### src/logic/wwcm_pkg.sv
package wwcm_pkg;

    // ****************************************
    // service register layout
    // ****************************************
    localparam int SEL_HI = 7;
    localparam int SEL_LO = 6;
    localparam int KEY_HI = 5;
    localparam int KEY_LO = 1;
    localparam int CM_BIT = 0;
    localparam logic [4:0] KEY_VAL = 5'h0c;
    localparam logic [4:0] KEY_READ = 5'h00;
    localparam logic [1:0] RST_SEL = 2'h3;
    localparam logic RST_CM_EN = 1'b1;

    // ****************************************
    // window timing, in idle timer ticks, or in low speed ticks when i_low_speed is set
    // ****************************************
    localparam int CNT_W = 17;
    localparam logic [CNT_W-1:0] LOWER_TICKS = 17'h00800;
    localparam logic [CNT_W-1:0] UPPER_BASE = 17'h02000;

    // ****************************************
    // fault pin and clock monitor timing
    // ****************************************
    localparam logic [5:0] HOLD_CYC = 6'h10;
    localparam int CLK_KHZ = 40000;
    // longest allowed gap between clock edges; 5 kHz toggles every 100 us
    localparam int CM_TIME_US = 200;
    localparam int CM_CYC = (CM_TIME_US * CLK_KHZ) / 1000;
    localparam int CM_W = 14;

    function automatic logic [CNT_W-1:0] upper_limit(input logic [1:0] sel);
        upper_limit = UPPER_BASE << sel;
    endfunction

endpackage

### src/logic/wwcm_sync.sv
`timescale 1ns/10ps
module wwcm_sync (
    input wire logic i_clk,
    input wire logic i_resetn,
    input wire logic i_ce,
    input wire logic i_async,
    output logic o_sync
);

    // ****************************************
    // two stage synchroniser
    // ****************************************
    logic meta_ff;
    logic sync_ff;

    always_ff @(posedge i_clk or negedge i_resetn) begin
        if (!i_resetn) begin
            meta_ff <= 1'b0;
            sync_ff <= 1'b0;
        end else if (i_ce) begin
            meta_ff <= i_async;
            sync_ff <= meta_ff;
        end
    end

    assign o_sync = sync_ff;

endmodule

### src/logic/wwcm_watchdog.sv
`timescale 1ns/10ps
module wwcm_watchdog #(
    parameter int CM_CYC = wwcm_pkg::CM_CYC
) (
    input wire logic i_clk,
    input wire logic i_resetn,
    input wire logic i_ce,
    input wire logic i_wd_option_en,
    input wire logic i_low_speed,
    input wire logic i_idle_tick,
    input wire logic i_ls_tick,
    input wire logic i_tc_clk,
    input wire logic i_wr_en,
    input wire logic [7:0] i_wr_data,
    input wire logic i_rd_en,
    input wire logic i_fault_pin,
    output logic [7:0] o_rd_data,
    output logic o_wd_fault_out_o,
    output logic o_wd_fault_out_oe,
    output logic o_wd_error,
    output logic o_cm_error
);

    typedef enum logic [1:0] {ST_RUN, ST_DRIVE, ST_HOLD, ST_RELEASE} wwcm_st_e;

    // ****************************************
    // pin synchronisers
    // ****************************************
    logic pin_s;
    logic tc_s;

    wwcm_sync u_pin_sync (
        .i_clk(i_clk),
        .i_resetn(i_resetn),
        .i_ce(i_ce),
        .i_async(i_fault_pin),
        .o_sync(pin_s)
    );

    wwcm_sync u_tc_sync (
        .i_clk(i_clk),
        .i_resetn(i_resetn),
        .i_ce(i_ce),
        .i_async(i_tc_clk),
        .o_sync(tc_s)
    );

    // ****************************************
    // state
    // ****************************************
    wwcm_st_e st_ff;
    wwcm_st_e nxt_st;
    logic [1:0] sel_ff;
    logic cm_en_ff;
    logic configured_ff;
    logic [wwcm_pkg::CNT_W-1:0] cnt_ff;
    logic [wwcm_pkg::CNT_W-1:0] nxt_cnt;
    logic [5:0] hold_ff;
    logic [5:0] nxt_hold;
    logic tc_d_ff;
    logic [wwcm_pkg::CM_W-1:0] cm_cnt_ff;
    logic [wwcm_pkg::CM_W-1:0] nxt_cm_cnt;
    logic [7:0] rd_data_ff;
    logic oe_ff;
    logic fault_o_ff;
    logic wd_error_ff;
    logic cm_error_ff;

    // ****************************************
    // decode
    // ****************************************
    wire logic tick;
    wire logic [1:0] wr_sel;
    wire logic [4:0] wr_key;
    wire logic wr_cm;
    wire logic key_ok;
    wire logic full_ok;
    wire logic [wwcm_pkg::CNT_W-1:0] upper;
    wire logic early;
    wire logic expire;
    wire logic in_run;
    wire logic svc_wr;
    wire logic svc_ok;
    wire logic cfg_wr;
    wire logic restart;
    wire logic wd_err;
    wire logic tc_edge;
    wire logic [wwcm_pkg::CM_W-1:0] cm_last;
    wire logic cm_slow;
    wire logic cm_err;
    wire logic hold_done;

    // the low speed tick comes from the 32 kHz clock instead of t_c
    assign tick = i_low_speed ? i_ls_tick : i_idle_tick;
    assign wr_sel = i_wr_data[wwcm_pkg::SEL_HI:wwcm_pkg::SEL_LO];
    assign wr_key = i_wr_data[wwcm_pkg::KEY_HI:wwcm_pkg::KEY_LO];
    assign wr_cm = i_wr_data[wwcm_pkg::CM_BIT];
    assign key_ok = (wr_key == wwcm_pkg::KEY_VAL);
    assign full_ok = key_ok && (wr_sel == sel_ff) &&
                     (wr_cm == cm_en_ff);
    assign upper = wwcm_pkg::upper_limit(sel_ff);
    // lower limit logic stands apart from the upper limit compare
    assign early = (cnt_ff < wwcm_pkg::LOWER_TICKS);
    assign expire = tick && (cnt_ff == upper - 17'h00001);
    assign in_run = (st_ff == ST_RUN) && i_wd_option_en;
    // a write while the fault pin is driven is ignored
    assign svc_wr = in_run && i_wr_en;
    // the first write may land inside the lower limit
    assign svc_ok = configured_ff ? (full_ok && !early) :
                    key_ok;
    assign cfg_wr = svc_wr && !configured_ff && key_ok;
    assign restart = svc_wr && svc_ok;
    assign wd_err = (svc_wr && !svc_ok) || (in_run && expire);

    // ****************************************
    // clock monitor
    // ****************************************
    assign tc_edge = tc_s ^ tc_d_ff;
    assign cm_last = wwcm_pkg::CM_W'(CM_CYC - 1);
    // saturating gap counter; any t_c edge clears it
    assign cm_slow = (cm_cnt_ff == cm_last);
    assign nxt_cm_cnt = tc_edge ? '0 :
                        (cm_slow ? cm_cnt_ff : cm_cnt_ff + 14'h0001);
    assign cm_err = cm_slow && cm_en_ff && i_wd_option_en;

    // ****************************************
    // window counter
    // ****************************************
    assign nxt_cnt = (restart || (st_ff == ST_RELEASE)) ? '0 :
                     ((in_run && tick) ? cnt_ff + 17'h00001 : cnt_ff);

    // ****************************************
    // fault sequence
    // ****************************************
    assign hold_done = (hold_ff == wwcm_pkg::HOLD_CYC - 6'h01);
    // monitor error keeps the hold counter at zero until the clock returns
    assign nxt_hold = (st_ff != ST_HOLD || cm_err) ? 6'h00 :
                      (hold_done ? hold_ff : hold_ff + 6'h01);

    always_comb begin
        nxt_st = st_ff;
        unique case (st_ff)
            ST_RUN: begin
                if (wd_err || cm_err) begin
                    nxt_st = ST_DRIVE;
                end
            end
            ST_DRIVE: begin
                if (!pin_s) begin
                    nxt_st = ST_HOLD;
                end
            end
            ST_HOLD: begin
                if (hold_done && !cm_err) begin
                    nxt_st = ST_RELEASE;
                end
            end
            ST_RELEASE: begin
                if (pin_s) begin
                    nxt_st = ST_RUN;
                end
            end
        endcase
    end

    // ****************************************
    // registers
    // ****************************************
    always_ff @(posedge i_clk or negedge i_resetn) begin
        if (!i_resetn) begin
            st_ff <= ST_RUN;
            sel_ff <= wwcm_pkg::RST_SEL;
            cm_en_ff <= wwcm_pkg::RST_CM_EN;
            configured_ff <= 1'b0;
            cnt_ff <= '0;
            hold_ff <= 6'h00;
        end else if (i_ce) begin
            st_ff <= nxt_st;
            cnt_ff <= nxt_cnt;
            hold_ff <= nxt_hold;
            if (cfg_wr) begin
                sel_ff <= wr_sel;
                cm_en_ff <= wr_cm;
                configured_ff <= 1'b1;
            end
        end
    end

    always_ff @(posedge i_clk or negedge i_resetn) begin
        if (!i_resetn) begin
            tc_d_ff <= 1'b0;
            cm_cnt_ff <= '0;
        end else if (i_ce) begin
            tc_d_ff <= tc_s;
            cm_cnt_ff <= nxt_cm_cnt;
        end
    end

    always_ff @(posedge i_clk or negedge i_resetn) begin
        if (!i_resetn) begin
            rd_data_ff <= 8'h00;
            oe_ff <= 1'b0;
            fault_o_ff <= 1'b0;
            wd_error_ff <= 1'b0;
            cm_error_ff <= 1'b0;
        end else if (i_ce) begin
            if (i_rd_en) begin
                // key never reads back
                rd_data_ff <= {sel_ff, wwcm_pkg::KEY_READ, cm_en_ff};
            end
            oe_ff <= (nxt_st == ST_DRIVE) || (nxt_st == ST_HOLD);
            fault_o_ff <= 1'b0;
            wd_error_ff <= (st_ff == ST_RUN) && wd_err;
            cm_error_ff <= cm_err;
        end
    end

    assign o_rd_data = rd_data_ff;
    assign o_wd_fault_out_o = fault_o_ff;
    assign o_wd_fault_out_oe = oe_ff;
    assign o_wd_error = wd_error_ff;
    assign o_cm_error = cm_error_ff;
endmodule

### config.mk
export PLATFORM = sky130hd
export DESIGN_NAME = wwcm_watchdog
export DESIGN_NICKNAME = d
export VERILOG_FILES = /design/src/logic/wwcm_pkg.sv /design/src/logic/wwcm_sync.sv /design/src/logic/wwcm_watchdog.sv
export SDC_FILE = /design/constraint.sdc
export NUM_CORES = 1
export LEC_CHECK = 0
export BUFFER_PORTS_ARGS = -buffer_cell sky130_fd_sc_hd__clkbuf_2
export CORE_MARGIN = 2
export CORE_UTILIZATION = 35
export CTS_CLUSTER_DIAMETER = 150
export DETAILED_ROUTE_END_ITERATION = 6
export HOLD_SLACK_MARGIN = 0.12
export PLACE_DENSITY_LB_ADDON = 0.3
export SLEW_MARGIN = 40
export SYNTH_ARGS = -nofsm -noshare
export SYNTH_HDL_FRONTEND = slang
export SYNTH_SLANG_ARGS = --single-unit
export TNS_END_PERCENT = 20
### constraint.sdc
create_clock -name i_clk -period 2.5 [get_ports i_clk]
set_input_delay 0.25 -clock i_clk [delete_from_list [all_inputs] [get_ports i_clk]]
set_output_delay 0.25 -clock i_clk [all_outputs]
set_load 0.1 [all_outputs]
Word-level counts from Yosys, hierarchy flattened
Index checks and enable logic that the tools add are counted.
{ "totals": {"register_bits": 54, "inputBits": 19, "elab_cells": 82} }
{ "op_classes": {"add_sub_neg": 4, "order_cmp": 1, "eq_ne": 14, "shift": 1, "n_mux": 13, "bitwise_logic": 1, "n_reduce_logical": 32} }
{ "op_table": {"columns": ["operator", "count"], "rows": [
  ["$mux 17", 2],
  ["$mux 14", 2],
  ["$add 17x1->17 const B", 1],
  ["$eq 17x17->1", 1],
  ["$lt 17x12->1 const B", 1],
  ["$shl 14x2->17 const A", 1],
  ["$sub 17x1->17 const B", 1],
  ["$logic_and 1x1->1", 16],
  ["$add 14x1->14 const B", 1],
  ["$eq 14x13->1 const B", 1],
  ["$mux 6", 2],
  ["$reduce_and 2->1", 5],
  ["$mux 2", 4],
  ["$pmux 2 s4", 1],
  ["$add 6x1->6 const B", 1],
  ["$eq 2x2->1 const B", 3],
  ["$eq 6x4->1 const B", 1],
  ["$eq 5x4->1 const B", 1],
  ["$logic_or 1x1->1", 5],
  ["$eq 2x1->1 const B", 2],
  ["$logic_not 1->1", 4],
  ["$ne 2x2->1 const B", 2],
  ["$eq 2x2->1", 1],
  ["$logic_not 2->1", 1],
  ["other kinds (5)", 6]
]} }

Logic depth before layout (Yosys ltp)
{ "logic_depth": {"word_depth": 13, "mapped_depth": 7, "depth_no_buf": 6} }

Cells and area by module
Synthesis repeated with hierarchy kept, for this count alone.
{ "unflattened": {"cells_unflattened": 287, "hier_area_um2": 2834.0} }
{ "by_module_without_submodules": {"columns": ["mod", "n_inst", "cells_per_inst", "area_per_inst_um2"], "rows": [
  ["wwcm_watchdog", 1, 279, 2688.8],
  ["wwcm_sync", 2, 4, 72.6]
]} }

Worst setup path after synthesis
OpenSTA, ideal clock, no wires.
{ "synth_timing": {"kind": "reg2reg", "start": "reg cm_cnt_ff[6] (netlist bit)", "end": "reg hold_ff[0]", "setup_time_ns": 0.125, "arrival_time_ns": 1.960, "required_time_ns": 2.375, "path_slack_ns": 0.415, "stages_incl_launch_ff": 6, "cell_sequence": "dfrtp_1 or4b_1 or4_4 o211ai_4 nor3_1 mux2_2"} }
{ "synth_between": {"elab_chain_len": 6} }
{ "synth_rtl": {"columns": ["element", "line_no", "text"], "rows": [
  ["start: declaration", "wwcm_watchdog.sv:61", "logic [wwcm_pkg::CM_W-1:0] cm_cnt_ff;"],
  ["start signal: assignment", "wwcm_watchdog.sv:195", "cm_cnt_ff <= nxt_cm_cnt;"],
  ["$eq 14x13->1 (*)", "wwcm_watchdog.sv:121", "assign cm_slow = (cm_cnt_ff == cm_last);"],
  ["$logic_and 1x1->1 (*) (2 in a row)", "wwcm_watchdog.sv:124", "assign cm_err = cm_slow && cm_en_ff && i_wd_option_en;"],
  ["$logic_or 1x1->1 (*)", "wwcm_watchdog.sv:137", "assign nxt_hold = (st_ff != ST_HOLD || cm_err) ? 6'h00 :"],
  ["$ne 2x1->1 (no source line)", null, null],
  ["$reduce_and 2->1 (no source line)", null, null],
  ["end signal: assignment", "wwcm_watchdog.sv:180", "hold_ff <= nxt_hold;"],
  ["end: declaration", "wwcm_watchdog.sv:58", "logic [5:0] hold_ff;"]
]} }
Every way passes the cells marked *; elsewhere a longest branch is shown, timed or not.
A chain may end at the register's enable or synchronous reset.

Worst setup path in the final report
Same ends and word-level chain as after synthesis.

==> flow_summary.toml <==
[run_status]
status = "complete, no violations"

[floorplanning]
die_y_um = 94.9
start_util = 0.357
coreArea_um2 = 8090
dieArea_um2 = 9010
die_w_um = 94.9
rows = 33
io_pins = 31

[placement]
dpl.hpwl_mm = 4.01
port_buffers = 24
routabilityCongestion = 0.801

[worst_setup_path]
critPathKind = "register to register"
slowest_stage = "or4_4"
ff2ff_setup_slack_ns = 0.21
cp_num_buf_inv = 0
critical_path.endpoint_type = "register"
cp_max_fo = 13
cp_data_arrival_time_ns = 2.49
cp_data_required_time_ns = 2.69
max_stage_delay_ns = 0.53
reg2regPathDepth = 5
start_kind = "register"
cp_top_family = "simple AND/OR/NAND/NOR gates"
r2r-start = "cm_cnt_ff[6]"
r2r_end = "hold_ff[0]"
crit_chain = "or4b_1, or4_4, o211ai_4, nor3_1, mux2_2"

[yosys]
mappedNetlistArea_um2 = 2890
ys_warn_count = 0
synth-main-ff-cell = "dfrtp_1"
synthCells = 289
ys_seq_area_frac = 0.468
ys_ff_latch = 54
synth_cell_type_count = 49
synth_edf_count = 0
syn_area_per_cell_um2 = 10.0
synthArstFlopShare = 1.00

[detailed_routing]
drc = 0
routed-via-count = 2157
final_antenna_net_count = 0
drt_pre_antenna_iters = 5
viasPerCell = 5.14
routed_wl_mm = 5.60
drtIter0Drc = 116
wl_per_cell_um = 13.3

[clocking]
ctsResizeCount = 0
cts_tree = "done"
clock-sinks = 54
insertion_delay_ns = 0.31
root_buffer = "clkbuf_8"
path_clk_slew_ns = 0.09
htree_levels = 2
post_cts_buffers = 0
cts_buffers = 5
clock_path_buffers = 2
holdBufCountCts = 1

[finish]
final_common_cell = "dfrtp_1"
drive_gt1_frac = 0.194
antenna_cells = 0
syn2layout_area_growth_pct = 9.65
most-common-layout-cells = "dfrtp_1 (51), nor2_1 (38), xor2_1 (29)"
fin_nets = 336

[power_and_ir_drop]
p_sw_mw = 0.715
internal_power_mw = 1.33
combPwrFrac = 0.247
vdd_ir_drop_max_mv = 0.291
cellLeakagePower_nw = 1.48
power_density_nw_per_um2 = 646
power_frac_seq = 0.520
p_sw_frac = 0.349
p_clk_frac = 0.233

[sta]
max_slew.worst_pin.slew_ns = 0.699
setup_violations = 0
clock_skew_ns = 0.0131
rsz0062_at_grt = "false"
post-route-min-period_ns = 2.29
timing.slew.headroom = 0.534
tns_ns = 0
slew_viol_final = 0
hold_violations = 0
whs_ns = 0.177
post-route-period-util = 0.917
max_freq_ghz = 0.436

[hold_path]
holdPathStages = 2
worstHoldEndpoint = "u_pin_sync.meta_ff"
hold_start = "i_fault_pin"
hp-class = "primary input to register"

[run]
cap_violations = 0

[global_route]
globalRouteTotalUtil = 0.138
grt_pass1_wl_mm = 9.81
antenna_found_initial = 0
grt_pass1_vias = 2115
grt_max_degree = 29
overflow = 0
==> cells in the mapped netlist (6+ instances only) <==
library cell	n	share of area
a21oi_1	12	0.021
and3_1	6	0.013
buf_4	7	0.018
clkbuf_1	7	0.0091
dfrtp_1	51	0.44
inv_1	7	0.0091
mux2_2	13	0.051
nand2_1	15	0.019
nand3_1	20	0.035
nand4_1	11	0.024
nor2_1	38	0.049
nor3_1	7	0.012
nor4_1	8	0.017
xor2_1	29	0.088
==> per-layer routing <==
layer	share of wire	vias up	wire [um]	global-route usage
li1	-	1059	-	-
met1	0.47	1055	2640	0.180
met2	0.48	38	2710	0.232
met3	0.034	5	192	0.0271
met4	0.011	0	61	0.0435
met5	0	-	0	0
==> registers in the layout, summed over array words and instances (netlist names), 2 cells and up <==
| name | count |
|---|---|
| cnt_ff | 17 |
| hold_ff | 6 |
| st_ff | 2 |
| cm_cnt_ff | 14 |
| o_rd_data | 3 |
| sel_ff | 2 |
==> power by group through the flow <==
stage,logic (mW),clock network [mW],registers [mW]
final,0.506,0.477,1.07
after CTS,0.514,0.499,1.06
after global placement,0.503,0,1.08
after floorplan,0.391,0,1.10
after detailed placement,0.514,0,1.08
after global routing,0.568,0.539,1.09
==> how the worst max path moves through the flow <==
| stage | slack [ns] | depth (start not counted) | from | end |
|---|---|---|---|---|
| after floorplan | 0.42 | 5 | cm_cnt_ff[6] | hold_ff[0] |
| after global placement | 0.27 | 5 | cm_cnt_ff[6] | hold_ff[0] |
| after detailed placement | 0.23 | 5 | cm_cnt_ff[6] | hold_ff[0] |
| after CTS | 0.20 | 5 | cm_cnt_ff[6] | hold_ff[0] |
| after global routing | 0.12 | 5 | cm_cnt_ff[6] | hold_ff[0] |
| final | 0.21 | 5 | cm_cnt_ff[6] | hold_ff[0] |
==> cell families after synthesis <==
kind of cell / synth area share
AO/OA/AOI/OAI: 0.0917
XOR/XNOR: 0.0999
adder cells (fa/ha/maj): 0.0130
buffers and inverters: 0.0536
flip-flops: 0.468
multiplexers: 0.0575
other: 0.00130
AND/OR/NAND/NOR: 0.215
==> layout make-up <==
| type | instances | area, um^2 |
|---|---|---|
| clock inverter | 2 | 10.0 |
| multi-input combinational | 215 | 1400 |
| clock buffer | 6 | 72.6 |
| fill | 829 | 4920 |
| inverter | 7 | 26.3 |
| tap | 105 | 131 |
| timing repair buffer | 31 | 175 |
| sequential | 54 | 1360 |
==> per-stage QoR <==
stage	cell area [um^2]	total power, mW	utilization	setup WS [ns]	std cells
final	3170	2.05	0.392	0.206	420
after global routing	3170	2.19	0.392	0.119	420
after CTS	3170	2.08	0.392	0.205	420
after detailed placement	3080	1.59	0.380	0.229	411
after global placement	3080	1.58	0.380	0.266	411
after floorplan	2910	1.49	-	0.415	294
Power figures use the tool's default switching activity.
